<file path="src/pcs_consts.svh">
// Offsets, codes and fixed values of the capability settings bank
`ifndef PCS_CONSTS_SVH
`define PCS_CONSTS_SVH
`define PCS_AW 8
`define PCS_OFF_DEV_CAP 8'h00
`define PCS_OFF_DEV_CTRL 8'h04
`define PCS_OFF_DEV_CAP2 8'h08
`define PCS_OFF_CREDIT 8'h0c
`define PCS_OFF_LINK_CAP 8'h10
`define PCS_OFF_LINK_CTRL2 8'h14
`define PCS_OFF_LINK_STAT 8'h18
`define PCS_OFF_INTX 8'h1c
`define PCS_OFF_MSI 8'h20
`define PCS_OFF_MSIX_CTRL 8'h24
`define PCS_OFF_MSIX_TBL 8'h28
`define PCS_OFF_MSIX_PBA 8'h2c
`define PCS_OFF_PM_CAP 8'h30
`define PCS_OFF_PM_CTRL 8'h34
`define PCS_OFF_PM_DATA 8'h38
`define PCS_OFF_OPTS 8'h3c
`define PCS_RESP_OKAY 2'h0
`define PCS_RESP_SLVERR 2'h2
`define PCS_SPEED_5G 4'h2
`define PCS_DEEMPH_FIXED 1'h1
`define PCS_DEEMPH_OFF 1'h0
`define PCS_PIN_INTA 8'h01
`define PCS_PIN_NONE 8'h00
`define PCS_PM_POWER_ZERO 32'h0000_0000
`define PCS_CRED_PH_STD 8'h20
`define PCS_CRED_PH_BM 8'h40
`define PCS_CRED_NPH_STD 8'h10
`define PCS_CRED_NPH_BM 8'h08
`define PCS_CRED_INFINITE 8'h00
`endif

</file>
<file path="src/pcs_pkg.sv">
// Types of the capability settings bank
package pcs_pkg;
    typedef enum logic [1:0] {PCS_D0, PCS_D1, PCS_D2, PCS_D3HOT} pcs_pm_t;

    // Build-time option set, one field per documented choice
    typedef struct packed {
        logic [2:0] mps;
        logic [1:0] phantom;
        logic ext_tag;
        logic ext_tag_dflt;
        logic ur_atomic;
        logic at32;
        logic at64;
        logic cas128;
        logic finite_cpl;
        logic [7:0] cpl_space;
        logic bus_master_opt;
        logic [3:0] sup_speed;
        logic [5:0] max_width;
        logic [1:0] aspm_sup;
        logic aspm_opt;
        logic dll_rpt;
        logic [3:0] tgt_speed;
        logic hw_auto_dis;
        logic slot_clk;
        logic intx_en;
        logic intx_pin_a;
        logic msi_en;
        logic msi64;
        logic [2:0] msi_mmc;
        logic msi_pvm;
        logic msix_en;
        logic [10:0] msix_size;
        logic [2:0] msix_bir;
        logic [28:0] msix_off;
        logic [2:0] pba_bir;
        logic [28:0] pba_off;
        logic [5:0] mem_bar_mask;
        logic [5:0] bar64_mask;
        logic dsi;
        logic d1;
        logic d2;
        logic [4:0] pme_from;
    } pcs_cfg_t;

    localparam pcs_cfg_t PCS_CFG_DFLT = '{sup_speed: 4'h1, tgt_speed: 4'h1,
        max_width: 6'h01, default: '0};

    // Register word layouts
    typedef struct packed {
        logic [25:0] rsvd; logic ext_tag; logic [1:0] phantom; logic [2:0] mps;
    } pcs_dev_cap_t;
    typedef struct packed {
        logic [21:0] rsvd; logic cas128; logic at64; logic at32; logic [6:0] rsvd0;
    } pcs_dev_cap2_t;
    typedef struct packed {
        logic [7:0] rsvd; logic [7:0] cpl_hdr; logic [7:0] np_hdr; logic [7:0] p_hdr;
    } pcs_credit_t;
    typedef struct packed {
        logic [10:0] rsvd; logic dll_rpt; logic [7:0] rsvd0; logic [1:0] aspm;
        logic [5:0] width; logic [3:0] speed;
    } pcs_link_cap_t;
    typedef struct packed {
        logic [24:0] rsvd; logic deemph; logic hw_auto_dis; logic [0:0] rsvd0;
        logic [3:0] tgt_speed;
    } pcs_link_ctrl2_t;
    typedef struct packed {
        logic [25:0] rsvd; logic pvm; logic [2:0] mmc; logic is64; logic present;
    } pcs_msi_t;
    typedef struct packed {
        logic [19:0] rsvd; logic enable; logic [10:0] size;
    } pcs_msix_ctrl_t;
    typedef struct packed {
        logic [28:0] offset; logic [2:0] bir;
    } pcs_msix_loc_t;
    typedef struct packed {
        logic [15:0] rsvd; logic [4:0] pme_from; logic d2; logic d1; logic [2:0] rsvd1;
        logic dsi; logic [4:0] rsvd0;
    } pcs_pm_cap_t;
    typedef struct packed {
        logic [27:0] rsvd; logic no_soft_reset; logic [0:0] rsvd0; pcs_pm_t state;
    } pcs_pm_ctrl_t;
endpackage

</file>
<file path="src/pcs_bank.sv">
// Capability settings bank with AXI4-Lite register access and event gating
//
// Added by the designer: the register offsets and the AXI4-Lite register port.
`timescale 1ns/1ps
`default_nettype none
`include "pcs_consts.svh"

// Behaviour
// - Tag width 8 bits if extended, else 5
// - Extended-tag default sets control bit 8
// - Phantom field gives function bits added
// - Atomic reject answers UR, else forwards
// - Separate 32/64-bit atomic, 128-bit CAS bits
// - Finite completions advertise real space
// - Bus-master option selects tuned credits
// - ASPM optionality reports ASPM disabled
// - Configurable data-link-active reporting bit
// - Target speed caps speed; editable at 5G
// - Autonomous disable: only reliability downshifts
// - Fixed de-emphasis when running 5.0 Gb/s
// - Slot clock bit follows reference clock choice
// - Legacy interrupts only when enabled
// - Only INTA; pin none means no interrupts
// - MSI: 64-bit, vector count, masking options
// - MSI-X needs memory BAR; BIR plus offset
// - BIR names lower dword of 64-bit BAR
// - Wake requests honoured only in advertised states
// - D3hot to D0 keeps configuration context
// - Power budget reads zero watts; no power budget word is mapped here
// - Power dissipation reads zero watts
module pcs_bank
    import pcs_pkg::*;
#(
    parameter pcs_cfg_t CFG = PCS_CFG_DFLT
) (
    input wire logic aclk,
    input wire logic aresetn,
    input wire logic [`PCS_AW-1:0] s_axi_awaddr,
    input wire logic s_axi_awvalid,
    output logic s_axi_awready,
    input wire logic [31:0] s_axi_wdata,
    input wire logic [3:0] s_axi_wstrb,
    input wire logic s_axi_wvalid,
    output logic s_axi_wready,
    output logic [1:0] s_axi_bresp,
    output logic s_axi_bvalid,
    input wire logic s_axi_bready,
    input wire logic [`PCS_AW-1:0] s_axi_araddr,
    input wire logic s_axi_arvalid,
    output logic s_axi_arready,
    output logic [31:0] s_axi_rdata,
    output logic [1:0] s_axi_rresp,
    output logic s_axi_rvalid,
    input wire logic s_axi_rready,
    input wire logic atomic_req,
    output logic atomic_ur,
    output logic atomic_fwd,
    input wire logic intx_req,
    output logic intx_send,
    input wire logic power_wake_request,
    output logic pme_send,
    input wire logic speed_req,
    input wire logic [3:0] speed_req_to,
    input wire logic speed_req_reliab,
    input wire logic [3:0] link_speed_now,
    output logic speed_grant,
    output logic speed_deny,
    output logic [3:0] link_target_speed,
    output logic deemph_level,
    output logic ext_tag_active,
    output logic [1:0] phantom_bits,
    output logic msix_active
);
    // A BIR pointing at the upper half of a 64-bit pair is moved to its lower half
    function automatic logic [2:0] lower_bir(input logic [2:0] bir);
        lower_bir = bir;
        if (bir[0] && bir != 3'h7 && CFG.bar64_mask[bir - 3'h1]) begin
            lower_bir = bir - 3'h1;
        end
    endfunction

    // Fixed capability words, derived once from the build options
    pcs_dev_cap_t w_dev_cap;
    pcs_dev_cap2_t w_dev_cap2;
    pcs_credit_t w_credit;
    pcs_link_cap_t w_link_cap;
    pcs_link_ctrl2_t w_link_ctrl2;
    pcs_msi_t w_msi;
    pcs_msix_ctrl_t w_msix_ctrl;
    pcs_msix_loc_t w_msix_tbl;
    pcs_msix_loc_t w_msix_pba;
    pcs_pm_cap_t w_pm_cap;
    logic [31:0] w_link_stat;
    logic [31:0] w_intx;
    logic [31:0] w_opts;
    logic [3:0] eff_tgt_speed;
    logic msix_ok;
    logic intx_ok;

    // Target is only free to differ from supported speed in a 5G build
    assign eff_tgt_speed = (CFG.sup_speed == `PCS_SPEED_5G) ? CFG.tgt_speed
                                                            : CFG.sup_speed;
    assign msix_ok = CFG.msix_en && (|CFG.mem_bar_mask);
    assign intx_ok = CFG.intx_en && CFG.intx_pin_a;

    // Capability word assembly
    assign w_dev_cap = '{rsvd: '0, ext_tag: CFG.ext_tag,
                         phantom: CFG.phantom, mps: CFG.mps};
    assign w_dev_cap2 = '{rsvd: '0, cas128: CFG.cas128, at64: CFG.at64,
                          at32: CFG.at32, rsvd0: '0};
    assign w_credit = '{rsvd: '0,
        cpl_hdr: CFG.finite_cpl ? CFG.cpl_space : `PCS_CRED_INFINITE,
        np_hdr: CFG.bus_master_opt ? `PCS_CRED_NPH_BM : `PCS_CRED_NPH_STD,
        p_hdr: CFG.bus_master_opt ? `PCS_CRED_PH_BM : `PCS_CRED_PH_STD};
    assign w_link_cap = '{rsvd: '0, dll_rpt: CFG.dll_rpt, rsvd0: '0,
                          aspm: CFG.aspm_opt ? 2'h0 : CFG.aspm_sup,
                          width: CFG.max_width, speed: CFG.sup_speed};
    assign w_link_ctrl2 = '{rsvd: '0, deemph: `PCS_DEEMPH_FIXED, hw_auto_dis: CFG.hw_auto_dis,
                            rsvd0: '0, tgt_speed: eff_tgt_speed};
    assign w_link_stat = {19'h0, CFG.slot_clk, 12'h000};
    assign w_intx = {23'h0, intx_ok, intx_ok ? `PCS_PIN_INTA : `PCS_PIN_NONE};
    assign w_msi = '{rsvd: '0, pvm: CFG.msi_pvm, mmc: CFG.msi_mmc,
                     is64: CFG.msi64, present: CFG.msi_en};
    assign w_msix_ctrl = '{rsvd: '0, enable: msix_ok, size: CFG.msix_size};
    assign w_msix_tbl = '{offset: CFG.msix_off, bir: lower_bir(CFG.msix_bir)};
    assign w_msix_pba = '{offset: CFG.pba_off, bir: lower_bir(CFG.pba_bir)};
    assign w_pm_cap = '{rsvd: '0, pme_from: CFG.pme_from,
                        d2: CFG.d2, d1: CFG.d1, rsvd1: '0, dsi: CFG.dsi, rsvd0: '0};
    assign w_opts = {28'h0, CFG.ur_atomic, CFG.bus_master_opt, CFG.finite_cpl, CFG.ext_tag_dflt};

    // Bus and writable register state
    logic aw_held, next_aw_held;
    logic [`PCS_AW-1:0] aw_addr, next_aw_addr;
    logic w_held, next_w_held;
    logic [31:0] w_data, next_w_data;
    logic [3:0] w_strb, next_w_strb;
    logic next_awready, next_wready, next_bvalid, next_arready, next_rvalid;
    logic [1:0] next_bresp, next_rresp;
    logic [31:0] next_rdata;
    logic [15:0] dev_ctrl, next_dev_ctrl;
    pcs_pm_t pm_state, next_pm_state;

    // Word read at an address; hit reports a mapped location
    function automatic logic [32:0] read_word(input logic [`PCS_AW-1:0] a);
        unique case (a)
            `PCS_OFF_DEV_CAP: read_word = {1'b1, w_dev_cap};
            `PCS_OFF_DEV_CTRL: read_word = {1'b1, 16'h0, dev_ctrl};
            `PCS_OFF_DEV_CAP2: read_word = {1'b1, w_dev_cap2};
            `PCS_OFF_CREDIT: read_word = {1'b1, w_credit};
            `PCS_OFF_LINK_CAP: read_word = {1'b1, w_link_cap};
            `PCS_OFF_LINK_CTRL2: read_word = {1'b1, w_link_ctrl2};
            `PCS_OFF_LINK_STAT: read_word = {1'b1, w_link_stat};
            `PCS_OFF_INTX: read_word = {1'b1, w_intx};
            `PCS_OFF_MSI: read_word = {1'b1, w_msi};
            `PCS_OFF_MSIX_CTRL: read_word = {1'b1, w_msix_ctrl};
            `PCS_OFF_MSIX_TBL: read_word = {1'b1, w_msix_tbl};
            `PCS_OFF_MSIX_PBA: read_word = {1'b1, w_msix_pba};
            `PCS_OFF_PM_CAP: read_word = {1'b1, w_pm_cap};
            `PCS_OFF_PM_CTRL: read_word = {1'b1, pcs_pm_ctrl_t'{rsvd: '0,
                no_soft_reset: 1'b1, rsvd0: '0, state: pm_state}};
            `PCS_OFF_PM_DATA: read_word = {1'b1, `PCS_PM_POWER_ZERO};
            `PCS_OFF_OPTS: read_word = {1'b1, w_opts};
            default: read_word = {1'b0, 32'h0};
        endcase
    endfunction

    // Bus handshakes, register writes and read answers
    always_comb begin
        logic [32:0] rd;
        logic [32:0] wr_hit;
        logic [15:0] wmask;
        pcs_pm_t req_state;
        rd = read_word(s_axi_araddr);
        wr_hit = read_word(aw_addr);
        wmask = {{8{w_strb[1]}}, {8{w_strb[0]}}};
        req_state = pcs_pm_t'(w_data[1:0]);
        next_aw_held = aw_held;
        next_aw_addr = aw_addr;
        next_w_held = w_held;
        next_w_data = w_data;
        next_w_strb = w_strb;
        next_bvalid = s_axi_bvalid;
        next_bresp = s_axi_bresp;
        next_rvalid = s_axi_rvalid;
        next_rresp = s_axi_rresp;
        next_rdata = s_axi_rdata;
        next_dev_ctrl = dev_ctrl;
        next_pm_state = pm_state;
        if (s_axi_awvalid && s_axi_awready) begin
            next_aw_held = 1'b1;
            next_aw_addr = s_axi_awaddr;
        end
        if (s_axi_wvalid && s_axi_wready) begin
            next_w_held = 1'b1;
            next_w_data = s_axi_wdata;
            next_w_strb = s_axi_wstrb;
        end
        if (s_axi_bvalid && s_axi_bready) begin
            next_bvalid = 1'b0;
        end
        // Commit only when both halves are here and the last answer has gone
        if (aw_held && w_held && !s_axi_bvalid) begin
            next_aw_held = 1'b0;
            next_w_held = 1'b0;
            next_bvalid = 1'b1;
            next_bresp = wr_hit[32] ? `PCS_RESP_OKAY : `PCS_RESP_SLVERR;
            if (aw_addr == `PCS_OFF_DEV_CTRL) begin
                next_dev_ctrl = (dev_ctrl & ~wmask) | (w_data[15:0] & wmask);
                // Extended tag enable cannot stick without the capability
                next_dev_ctrl[8] = next_dev_ctrl[8] & CFG.ext_tag;
            end
            // Unsupported D-states are refused; leaving D3hot keeps dev_ctrl
            if (aw_addr == `PCS_OFF_PM_CTRL && w_strb[0] &&
                !(req_state == PCS_D1 && !CFG.d1) &&
                !(req_state == PCS_D2 && !CFG.d2)) begin
                next_pm_state = req_state;
            end
            // All other mapped words are fixed; the write is acknowledged only
        end
        if (s_axi_rvalid && s_axi_rready) begin
            next_rvalid = 1'b0;
        end
        if (s_axi_arvalid && s_axi_arready) begin
            next_rvalid = 1'b1;
            next_rdata = rd[31:0];
            next_rresp = rd[32] ? `PCS_RESP_OKAY : `PCS_RESP_SLVERR;
        end
        next_awready = !next_aw_held && !next_bvalid;
        next_wready = !next_w_held && !next_bvalid;
        next_arready = !next_rvalid;
    end

    // Bus and register flops
    always_ff @(posedge aclk) begin
        if (!aresetn) begin
            aw_held <= 1'b0;
            aw_addr <= '0;
            w_held <= 1'b0;
            w_data <= 32'h0;
            w_strb <= 4'h0;
            s_axi_awready <= 1'b0;
            s_axi_wready <= 1'b0;
            s_axi_bvalid <= 1'b0;
            s_axi_bresp <= `PCS_RESP_OKAY;
            s_axi_arready <= 1'b0;
            s_axi_rvalid <= 1'b0;
            s_axi_rresp <= `PCS_RESP_OKAY;
            s_axi_rdata <= 32'h0;
            dev_ctrl <= {7'h0, CFG.ext_tag_dflt & CFG.ext_tag, 8'h00};
            pm_state <= PCS_D0;
        end else begin
            aw_held <= next_aw_held;
            aw_addr <= next_aw_addr;
            w_held <= next_w_held;
            w_data <= next_w_data;
            w_strb <= next_w_strb;
            s_axi_awready <= next_awready;
            s_axi_wready <= next_wready;
            s_axi_bvalid <= next_bvalid;
            s_axi_bresp <= next_bresp;
            s_axi_arready <= next_arready;
            s_axi_rvalid <= next_rvalid;
            s_axi_rresp <= next_rresp;
            s_axi_rdata <= next_rdata;
            dev_ctrl <= next_dev_ctrl;
            pm_state <= next_pm_state;
        end
    end

    // Event gating toward the link side
    logic next_atomic_ur, next_atomic_fwd, next_intx_send, next_pme_send;
    logic next_speed_grant, next_speed_deny, next_deemph, next_ext_tag_active;

    always_comb begin
        logic auto_ok;
        logic reliab_ok;
        // Autonomous changes stop when disabled, reliability downshift stays
        auto_ok = !CFG.hw_auto_dis;
        reliab_ok = speed_req_reliab && (speed_req_to < link_speed_now);
        next_atomic_ur = atomic_req && CFG.ur_atomic;
        next_atomic_fwd = atomic_req && !CFG.ur_atomic;
        next_intx_send = intx_req && intx_ok;
        // Wake honoured only where advertised; D3cold never seen with clock up
        next_pme_send = power_wake_request && CFG.pme_from[pm_state];
        next_speed_grant = speed_req && (speed_req_to <= eff_tgt_speed) &&
                           (auto_ok || reliab_ok);
        next_speed_deny = speed_req && !next_speed_grant;
        next_deemph = (link_speed_now == `PCS_SPEED_5G) ? `PCS_DEEMPH_FIXED
                                                        : `PCS_DEEMPH_OFF;
        next_ext_tag_active = dev_ctrl[8];
    end

    // Event flops; every link-side output leaves from here
    always_ff @(posedge aclk) begin
        if (!aresetn) begin
            atomic_ur <= 1'b0;
            atomic_fwd <= 1'b0;
            intx_send <= 1'b0;
            pme_send <= 1'b0;
            speed_grant <= 1'b0;
            speed_deny <= 1'b0;
            deemph_level <= `PCS_DEEMPH_OFF;
            ext_tag_active <= 1'b0;
            link_target_speed <= 4'h0;
            phantom_bits <= 2'h0;
            msix_active <= 1'b0;
        end else begin
            atomic_ur <= next_atomic_ur;
            atomic_fwd <= next_atomic_fwd;
            intx_send <= next_intx_send;
            pme_send <= next_pme_send;
            speed_grant <= next_speed_grant;
            speed_deny <= next_speed_deny;
            deemph_level <= next_deemph;
            ext_tag_active <= next_ext_tag_active;
            link_target_speed <= eff_tgt_speed;
            phantom_bits <= CFG.phantom;
            msix_active <= msix_ok;
        end
    end
endmodule // pcs_bank
`default_nettype wire

</file>
<file path="config.mk">
export PLATFORM = sky130hd
export DESIGN_NAME = pcs_bank
export DESIGN_NICKNAME = d
export VERILOG_FILES = /design/src/pcs_pkg.sv /design/src/pcs_bank.sv
export VERILOG_INCLUDE_DIRS = /design/src
export SDC_FILE = /design/constraint.sdc
export NUM_CORES = 1
export LEC_CHECK = 0
export ABC_AREA = 1
export ABC_CLOCK_PERIOD_IN_PS = 1300
export BUFFER_PORTS_ARGS = -buffer_cell sky130_fd_sc_hd__buf_2
export CORE_MARGIN = 2
export CORE_UTILIZATION = 35
export CTS_CLUSTER_DIAMETER = 150
export DETAILED_ROUTE_END_ITERATION = 7
export HOLD_SLACK_MARGIN = 0.05
export SLEW_MARGIN = 20
export SYNTH_ARGS = -nofsm -noshare
export SYNTH_HDL_FRONTEND = slang
export SYNTH_SLANG_ARGS = --single-unit
</file>
<file path="constraint.sdc">
create_clock -name aclk -period 1.3 [get_ports aclk]
set_input_delay 0.13 -clock aclk [delete_from_list [all_inputs] [get_ports aclk]]
set_output_delay 0.13 -clock aclk [all_outputs]
set_load 0.01 [all_outputs]
</file>
# Yosys cells after proc, flatten, opt, wreduce, memory -nomap -nowiden
# Cells that the tools add are included.
dict set report totals {
  regBits 95
  input_bits 72
  output_inout_bits 56
  elab_cells 105
}
dict set report classes {
  n_lt_le_gt_ge 2
  eq_ne 33
  muxes 16
  bitwise 4
  reduce_logical 29
}
# operator count
set ops {}
lappend ops {{33-bit one-hot mux with 6 select lines} 2}
lappend ops {{8-bit by 6-bit == test with 1-bit output (second input constant)} 16}
lappend ops {{8-bit by 5-bit == test with 1-bit output (second input constant)} 8}
lappend ops {{16-bit bitwise AND} 2}
lappend ops {{8-bit by 4-bit == test with 1-bit output (second input constant)} 4}
lappend ops {{11-bit OR reduction} 2}
lappend ops {{8-bit by 3-bit == test with 1-bit output (second input constant)} 2}
lappend ops {{8-bit zero test} 2}
lappend ops {{16-bit inverter} 1}
lappend ops {{16-bit bitwise OR} 1}
lappend ops {{1-bit logical AND} 15}
lappend ops {{1-bit 2-to-1 mux} 11}
lappend ops {{1-bit zero test} 8}
lappend ops {{4-bit by 2-bit == test with 1-bit output (second input constant)} 1}
lappend ops {{4-bit by 1-bit <= comparator with 1-bit output (second input constant)} 1}
lappend ops {{2-bit by 4-bit < comparator with 1-bit output (second input constant)} 1}
lappend ops {{2-bit 2-to-1 mux} 2}
lappend ops {{2-bit AND reduction} 2}
lappend ops {{1-bit binary-select mux with 2-bit select} 1}
lappend ops {{2-bit by 1-bit == test with 1-bit output (second input constant)} 1}
lappend ops {{2-bit == test (second input constant)} 1}

# Longest topological paths before layout
# Gate-level depths: netlist (run 1).
dict set report depth {
  ltp_word 5
  mapped_depth 10
  ltp_nobuf 9
}

# Worst setup path before layout (run 1)
# Ideal clock, no wire load.
dict set report synth_path {
  path_kind {reg-to-reg}
  startpoint {register s_axi_bvalid}
  endpoint {register s_axi_awready}
  setup_ps 78
  arrival_time_ps 1031
  required_time_ps 1222
  path_slack_ps 191
  stages_incl_launch_ff 8
  n_path_buf 1
  period_less_slack_ps 1109
  cell_sequence {dfxtp_1 > nor2_1 > nand2_1 > inv_2 > buf_2 > a21oi_2 > nand2_1 > nor3_1}
}
dict set report synth_between {
  elab_chain_cells 5
  word_cells_on_any_way 9
  cone_classes {3 x mux; 6 x reduce/logical}
}
# item line
set synth_rtl {}
lappend synth_rtl {{start: declaration} pcs_bank.sv:46} ;# output logic s_axi_bvalid,
lappend synth_rtl {{start signal: assignment} pcs_bank.sv:259} ;# s_axi_bvalid <= next_bvalid;
lappend synth_rtl {{1-bit logical AND / 1-bit zero test (equally long branches)} {pcs_bank.sv:198, pcs_bank.sv:202}}
lappend synth_rtl {{1-bit 2-to-1 mux / 1-bit logical AND (equally long branches)} {pcs_bank.sv:198, pcs_bank.sv:202}}
lappend synth_rtl {{1-bit 2-to-1 mux} pcs_bank.sv:202} ;# if (aw_held && w_held && !s_axi_bvalid) begin
lappend synth_rtl {{1-bit zero test} pcs_bank.sv:228} ;# next_awready = !next_aw_held && !next_bvalid;
lappend synth_rtl {{1-bit logical AND (*)} pcs_bank.sv:228}
lappend synth_rtl {{end signal: assignment} pcs_bank.sv:257} ;# s_axi_awready <= next_awready;
lappend synth_rtl {{end: declaration} pcs_bank.sv:40} ;# output logic s_axi_awready,
# Every way passes the cells marked *; elsewhere a longest branch is shown, timed or not.
# A chain may end at the register's enable or synchronous reset.

# Worst setup path after layout (run 1)
# Ends and elaborated chain as after synthesis.

==> results of run 1 <==
[cells in the mapped netlist]
master | count | area [um2]
buf_2 | 6 | 30.0
inv_1 | 19 | 71.3
clkinv_2 | 1 | 5.00
o21ai_1 | 2 | 10.0
conb_1 | 1 | 3.75
nor2b_1 | 1 | 6.26
nor3_1 | 3 | 15.0
a21oi_2 | 3 | 26.3
nand3_2 | 3 | 30.0
buf_4 | 30 | 225
nor4_1 | 2 | 12.5
buf_6 | 2 | 22.5
clkbuf_1 | 8 | 30.0
nor2_8 | 1 | 20.0
nor2_4 | 2 | 22.5
a31oi_1 | 1 | 6.26
buf_1 | 1 | 3.75
nand3_1 | 7 | 35.0
nand2_2 | 4 | 25.0
dfxtp_1 | 71 | 1420
nand2_1 | 65 | 244
a211oi_1 | 1 | 7.51
nor2_2 | 2 | 12.5
nand4_1 | 17 | 106
nor2_1 | 57 | 214
inv_2 | 5 | 18.8
a21oi_1 | 36 | 180
o21ai_0 | 35 | 175
[cell type report]
type	count	area share
clock buffer	14	0.0464
inverter	25	0.0254
multi-input combinational	271	0.337
sequential	71	0.363
tap	105	0.0334
timing repair buffer	115	0.196
[per-layer routing]
layer / GRT usage / part of all wire
met5: 0 / 0
met2: 0.233 / 0.46
met1: 0.176 / 0.46
met3: 0.0532 / 0.075
met4: 0.0393 / 0.011
[cell usage in the layout (no fill, tap or decap), types with 4 or more instances in the layout]
master,count
a21oi_2,4
dfxtp_2,4
nand3_1,7
clkbuf_8,13
buf_2,75
dlygate4sd3_1,23
buf_4,12
inv_1,17
nand2_1,63
nand4_1,17
nor2_1,56
o21ai_0,35
conb_1,29
inv_2,6
a21oi_1,34
dfxtp_1,67
nand2_2,6
[power groups by stage]
| stage | clock [mW] | combinational (mW) | sequential (mW) |
|---|---|---|---|
| finish | 1.60 | 0.586 | 2.34 |
| CTS | 1.66 | 0.547 | 2.34 |
| detailed placement | 0 | 0.490 | 2.39 |
| floorplan | 0 | 0.371 | 2.39 |
| global placement | 0 | 0.483 | 2.38 |
| global route | 1.75 | 0.667 | 2.36 |
[worst min-delay path: cells and delay by family]
kind	cells	cell delay [ps]
and+or+nand+nor	1	70
buffers and inverters	1	70
AOI/OAI and AO/OA	1	80
[worst max path at each step]
stage,start,to,slack (ps),cells after the start
floorplan,s_axi_bvalid,s_axi_awready,190,7
global placement,aw_addr[0],register,20,6
detailed placement,aw_addr[0],register,1,6
CTS,aw_addr[6],register,10,6
global route,aw_held,pm_state[1],-20,8
finish,s_axi_bvalid,s_axi_awready,70,7
[logic make-up (layout without fill, tap and decap cells)]
group	count (synthesis)	count (layout)
compound gates	78	78
simple gates	164	164
buf+inv	72	154
other cells	1	29
flops	71	71
[repair_timing]
action,in CTS,in global routing
setup buffers,1,6
gates resized for setup,1,23
endpoints found under the hold margin,18,0
pin swaps,1,12
hold buffers,23,0
setup endpoints to repair,6,20
==> qor.yml, run 1 <==
run_status:
  status: "finished, final reports clean"
layout:
  nFillCells: 864
  fin_cells: 601
  drive_above_1_share: 0.282
  design_area_um2: 3930
  utilization: 0.479
  synthToLayoutAreaGrowth_pct: 32.0
  regArea_um2: 1430
  diodes: 0
  multi_input_area_um2: 1320
  nets: 565
clocking:
  cts_sinks: 71
  htreeDepth: 3
  clkLatencyLatePin_ps: 330
  cts.clk_slew.worst_paths_ps: 70
  clockBufferDepth: 2
  cts_inserted_buffers: 9
  root_buffer: "clkbuf_8"
  tritoncts: "yes"
yosys:
  netlist_area_um2: 2980
  ys_seq_area_frac: 0.477
  ys_types: 28
  muxShareOfSynthArea: 0
  synthCells: 386
  yosys.area_share.simple: 0.249
  post_synth_xor_area_fraction: 0
  synth_top_family_by_area: "simple AND/OR/NAND/NOR gates"
  synth-compound-area-share: 0.136
  yosys_warnings: 0
  synth_fa_ha_area_frac: 0
  ys_ff_latch: 71
  synth_area_per_cell_um2: 7.72
min_path:
  hold_path.class: "in2reg"
  holdPathStages: 3
  min_from: "s_axi_wdata[9]"
  hold-path-endpoint: "w_data[9]"
placement:
  post_dp_cell_area_um2: 3360
  dpl.cell_count: 557
  place_congestion: 0.783
  place_ws_ps: 1.20
  post-dp-hpwl_um: 4610
  port_buffers: 75
setup_path:
  rrSetupSlack_ps: 70
  start_kind: "register"
  crit_type: "reg2reg"
  cp_cell_sequence: "nor2_1 -> nand2_2 -> clkinv_4 -> buf_6 -> a21oi_4 -> nand2_2 -> nor3_2"
  rr_startpoint: "s_axi_bvalid"
  slowest_stage: "dfxtp_2"
  reg2reg_depth: 7
  worstSetupEndpointType: "register"
  crit_top_cell: "nand2_2"
  cp_top_family: "simple AND/OR/NAND/NOR gates"
  path_max_fanout: 5
  r2r_end: "s_axi_awready"
  path_buf_inv: 2
  cp.arrival_ps: 1490
  max_stage_delay_ps: 370
  required_ps: 1560
timing:
  fin_crit_ps: 1230
  report.final.slew_viol_count: 0
  max_freq_ghz: 0.812
  hold_viol: 0
  rsz0062_at_grt: "yes"
  fin_ws_ps: 68.6
  hold_ws_ps: 57.7
  slew_headroom: 0.651
  tightest_slew_ps: 523
  worst_clock_skew_ps: 6.11
  setup_tns_ps: 0
  min_period_over_period: 0.947
  setup_viol: 0
floorplanning:
  coreArea_um2: 8220
  io_pins: 128
  die_y_um: 96.3
  fp-row-count: 33
  die_area_um2: 9270
  fp.dieW_um: 96.3
  start_util: 0.363
power:
  power.leakage_nw: 1.75
  totalPowerFinal_mw: 4.53
  pwr-share-comb: 0.129
  switching_share: 0.246
  ir_drop_v: 0.000781
  p_clk_frac: 0.353
  internal-power_mw: 3.42
  powerDensity_nw_per_um2: 1150
  p_switching_mw: 1.11
  p_seq_frac: 0.517
routing:
  drtPass1Iterations: 4
  post-route-drc-count: 0
  vias_per_cell: 4.41
  wl_per_cell_um: 10.6
  postRouteAntennaNets: 0
  drtIter0Drc: 99
  num_vias: 2649
  wirelength_um: 6340
global_routing:
  grt_max_degree: 28
  grt_pass1_wl_um: 10200
  grt_pass1_vias: 2344
  track_usage: 0.143
  antenna_found_initial: 0
  gr-total-overflow: 0
job:
  cap_violations: 0
Power figures use the tool's default switching activity.
==> run 2: changes to the inputs <==
==> constraint.sdc (replaced) <==
create_clock -name aclk -period 1.3 [get_ports aclk]
set_input_delay 0.26 -clock aclk [delete_from_list [all_inputs] [get_ports aclk]]
set_output_delay 0.26 -clock aclk [all_outputs]
set_load 0.01 [all_outputs]
==> qor.yml, run 2 (synthesis gave the netlist of run 1 again) <==
placement:
  port_buffers: 75
  place_congestion: 0.789
  dpl.cell_count: 562
  post_dp_cell_area_um2: 3390
  place_ws_ps: 31.3
  post-dp-hpwl_um: 4640
clocking:
  cts_sinks: 71
  htreeDepth: 3
  cts_inserted_buffers: 9
  clkLatencyLatePin_ps: 330
  hold_buffers: 0
  tritoncts: "yes"
  cts.clk_slew.worst_paths_ps: 80
  root_buffer: "clkbuf_8"
  clockBufferDepth: 2
global_routing:
  grt_pass1_vias: 2290
  gr-total-overflow: 0
  track_usage: 0.139
  grt_pass1_wl_um: 10100
  antenna_found_initial: 0
  grt_max_degree: 27
layout:
  multi_input_area_um2: 1300
  regArea_um2: 1420
  final_common_cell: "buf_2"
  drive_above_1_share: 0.291
  layout_common_cells: "75 x buf_2, 70 x dfxtp_1, 63 x nand2_1"
  nFillCells: 872
  fin_cells: 582
  diodes: 0
  design_area_um2: 3720
  utilization: 0.453
  nets: 544
  synthToLayoutAreaGrowth_pct: 24.9
power:
  power.leakage_nw: 1.69
  powerDensity_nw_per_um2: 1320
  ir_drop_v: 0.000684
floorplanning:
  start_util: 0.363
  coreArea_um2: 8220
  io_pins: 128
  die_area_um2: 9270
  die_y_um: 96.3
  fp-row-count: 33
  fp.dieW_um: 96.3
setup_path:
  start_kind: "register"
  path_buf_inv: 3
  crit_top_cell: "nand2_2"
  cp_cell_sequence: "inv_2 -> nor2_2 -> nand2_2 -> clkinv_4 -> buf_6 -> a21oi_4 -> nand2_2 -> nor3_2"
  worstSetupEndpointType: "register"
  path_max_fanout: 5
  crit_type: "reg2reg"
  cp.arrival_ps: 1480
  required_ps: 1560
  slowest_stage: "dfxtp_2"
  max_stage_delay_ps: 330
  cp_top_family: "simple AND/OR/NAND/NOR gates"
routing:
  num_vias: 2562
  wirelength_um: 6180
  drtPass1Iterations: 4
  drtIter0Drc: 37
  wl_per_cell_um: 10.6
  post-route-drc-count: 0
  postRouteAntennaNets: 0
  vias_per_cell: 4.40
timing:
  rsz0062_at_grt: "yes"
  setup_tns_ps: 0
  max_freq_ghz: 0.817
  hold_viol: 0
  worst_clock_skew_ps: 7.64
  min_period_over_period: 0.942
  fin_crit_ps: 1220
  report.final.slew_viol_count: 0
  setup_viol: 0
  fin_ws_ps: 75.4
run_status:
  status: "finished, final reports clean"
min_path:
  hold_path.class: "in2reg"
job:
  cap_violations: 0
[run 2: cell count changes in the layout (fill, tap and decap cells not counted), moves of 3 or more]
cell	previous run	this run
clkbuf_8	13	9
dlygate4sd3_1	23	0
dfxtp_2	4	1
buf_4	12	17
dfxtp_1	67	70
bufinv_16	0	3
[run 2: layout make-up]
cell class / instances / share of cell area
Clock inverter: 6 / 0.0292
Timing Repair Buffer: 94 / 0.143
Tap cell: 105 / 0.0353
Clock buffer: 10 / 0.0343
Multi-Input combinational cell: 271 / 0.349
Sequential cell: 71 / 0.382
Inverter: 25 / 0.0269
[run 2: power by group]
group / switching (mW) / internal, mW / total, mW
combinational: 0.314 / 0.204 / 0.518
clock: 0.793 / 1.27 / 2.07
sequential: 0.0609 / 2.28 / 2.34
[run 2: per-stage QoR]
| step | total power, mW | hold WS (ps) |
|---|---|---|
| after global routing | 5.17 | 85.6 |
| after detailed placement | 2.88 | 423 |
| after CTS | 4.95 | 59.0 |
| after global placement | 2.87 | 420 |
| after floorplan | 2.76 | 288 |
| final | 4.92 | 78.0 |
[run 2: worst paths after layout]
| path | slack, ps | to | depth (start not counted) | from |
|---|---|---|---|---|
| setup / recovery | 80 | s_axi_wready | 8 | aw_held |
| hold / removal | 80 | deemph_level | 2 | link_speed_now[3] |
| setup reg to reg | 80 | s_axi_wready | 8 | aw_held |
| hold reg to reg | 440 | s_axi_awready | 1 | aw_held |
[run 2: what timing repair did]
item	CTS	global route
gates resized for setup	2	14
pin swaps	0	7
buffers inserted	0	4
endpoints found under the setup margin	1	20
[run 2: per-layer routing]
metal | part of all wire | GRT usage
met3 | 0.070 | 0.0352
met2 | 0.43 | 0.214
met5 | 0 | 0
met1 | 0.48 | 0.183
met4 | 0.016 | 0.0643
==> run 3: changes to the inputs <==
--- a/config.mk
+++ b/config.mk
@@ -9,11 +9,14 @@
 export ABC_AREA = 1
 export ABC_CLOCK_PERIOD_IN_PS = 1300
 export BUFFER_PORTS_ARGS = -buffer_cell sky130_fd_sc_hd__buf_2
+export CELL_PAD_IN_SITES_DETAIL_PLACEMENT = 0
+export CELL_PAD_IN_SITES_GLOBAL_PLACEMENT = 1
 export CORE_MARGIN = 2
-export CORE_UTILIZATION = 35
+export CORE_UTILIZATION = 33
 export CTS_CLUSTER_DIAMETER = 150
 export DETAILED_ROUTE_END_ITERATION = 7
 export HOLD_SLACK_MARGIN = 0.05
+export PLACE_DENSITY_LB_ADDON = 0.1
 export SLEW_MARGIN = 20
 export SYNTH_ARGS = -nofsm -noshare
 export SYNTH_HDL_FRONTEND = slang
==> qor.yml, run 3 (synthesis gave the netlist of run 1 again) <==
timing:
  min_period_over_period: 0.926
  hold_viol: 0
  hold_ws_ps: 77.0
  fin_ws_ps: 95.6
  setup_tns_ps: 0
  report.final.slew_viol_count: 0
  worst_clock_skew_ps: 11.0
  fin_crit_ps: 1200
  rsz0062_at_grt: "yes"
  setup_viol: 0
  max_freq_ghz: 0.830
min_path:
  holdPathStages: 2
  min_from: "link_speed_now[3]"
  hold_path.class: "in2reg"
  hold-path-endpoint: "deemph_level"
layout:
  final_common_cell: "buf_2"
  utilization: 0.426
  synthToLayoutAreaGrowth_pct: 24.5
  nFillCells: 916
  layout_common_cells: "75 x buf_2, 69 x dfxtp_1, 64 x nand2_1"
  diodes: 0
  drive_above_1_share: 0.296
  nets: 544
power:
  powerDensity_nw_per_um2: 1290
  ir_drop_v: 0.000814
  internal-power_mw: 3.63
  power.leakage_nw: 1.69
  p_seq_frac: 0.489
  pwr-share-comb: 0.110
  p_clk_frac: 0.401
  switching_share: 0.241
  p_switching_mw: 1.15
  totalPowerFinal_mw: 4.78
clocking:
  cts_inserted_buffers: 9
  htreeDepth: 3
  root_buffer: "clkbuf_8"
  clkLatencyLatePin_ps: 340
  clockBufferDepth: 2
  tritoncts: "yes"
  cts.clk_slew.worst_paths_ps: 70
  cts_sinks: 71
routing:
  drtPass1Iterations: 4
  postRouteAntennaNets: 0
  post-route-drc-count: 0
  drtIter0Drc: 72
  wirelength_um: 6370
  num_vias: 2543
  wl_per_cell_um: 10.9
  vias_per_cell: 4.35
global_routing:
  antenna_found_initial: 0
  grt_pass1_wl_um: 10500
  track_usage: 0.134
  grt_max_degree: 27
  grt_pass1_vias: 2369
  gr-total-overflow: 0
floorplanning:
  die_y_um: 99.0
  coreArea_um2: 8720
  fp.dieW_um: 99.0
  start_util: 0.342
  fp-row-count: 34
  die_area_um2: 9810
  io_pins: 128
placement:
  post-dp-hpwl_um: 4770
  place_ws_ps: 34.9
  place_congestion: 0.719
  port_buffers: 75
setup_path:
  rrSetupSlack_ps: 100
  slowest_stage: "dfxtp_2"
  cp_cell_sequence: "nor2_4 -> nand3_4 -> nor2_8 -> buf_4 -> nand4_1 -> a21oi_1"
  cp.arrival_ps: 1470
  reg2reg_depth: 6
  crit_type: "reg2reg"
  max_stage_delay_ps: 340
  worstSetupEndpointType: "register"
  path_max_fanout: 6
  start_kind: "register"
  required_ps: 1570
  rr_startpoint: "aw_addr[7]"
job:
  cap_violations: 0
run_status:
  status: "finished, final reports clean"
## run 3: worst max path at each step
stage | slack [ps] | from | to
6_report | 100 | aw_addr[7] | register
5_1_grt | -20 | aw_addr[1] | register
4_1_cts | 10 | aw_held | register
3_5_place_dp | 30 | aw_held | pm_state[1]
3_3_place_gp | 50 | aw_addr[0] | register
2_1_floorplan | 190 | s_axi_bvalid | s_axi_awready
## run 3: through the flow
step                instance area, um2  instances
finish                            3710        585
global route                      3710        585
CTS                               3640        583
detailed placement                3410        567
global placement                  3410        567
floorplan                         3090        414
## run 3: area by class of cell
class	count	area, um2	area share
Clock buffer	14	193	0.0519
Clock inverter	2	35.0	0.00944
Inverter	25	97.6	0.0263
Multi-Input combinational cell	271	1300	0.351
Sequential cell	71	1420	0.384
Tap cell	108	135	0.0364
Timing Repair Buffer	94	526	0.142
## run 3: worst max-delay path: cells and delay by family (launching register included)
| kind | cells | cell delay, ps |
|---|---|---|
| AO/OA/AOI/OAI | 1 | 150 |
| buffers and inverters | 1 | 160 |
| flip-flops | 1 | 340 |
| AND/OR/NAND/NOR | 4 | 500 |
## run 3: power groups by stage
stage / Combinational (mW) / Sequential [mW] / Clock (mW)
6_report: 0.524 / 2.34 / 1.92
4_1_cts: 0.509 / 2.33 / 2.00
3_5_place_dp: 0.508 / 2.38 / 0
5_1_grt: 0.600 / 2.35 / 2.09
3_3_place_gp: 0.503 / 2.38 / 0
2_1_floorplan: 0.371 / 2.39 / 0
## run 3: repair_timing
action | in CTS | in global routing
setup buffers | 0 | 2
endpoints found under the hold margin | 0 | 0
hold buffers | 0 | 0
setup endpoints to repair | 0 | 19
resized for setup | 0 | 18
## run 3: per-layer routing
| layer | global-route usage | vias up | routed length (um) |
|---|---|---|---|
| met1 | 0.167 | 1087 | 3050 |
| met4 | 0.0411 | 0 | 68 |
| met2 | 0.215 | 70 | 2880 |
| li1 | - | 1378 | - |
| met5 | 0 | - | 0 |
| met3 | 0.0532 | 8 | 369 |
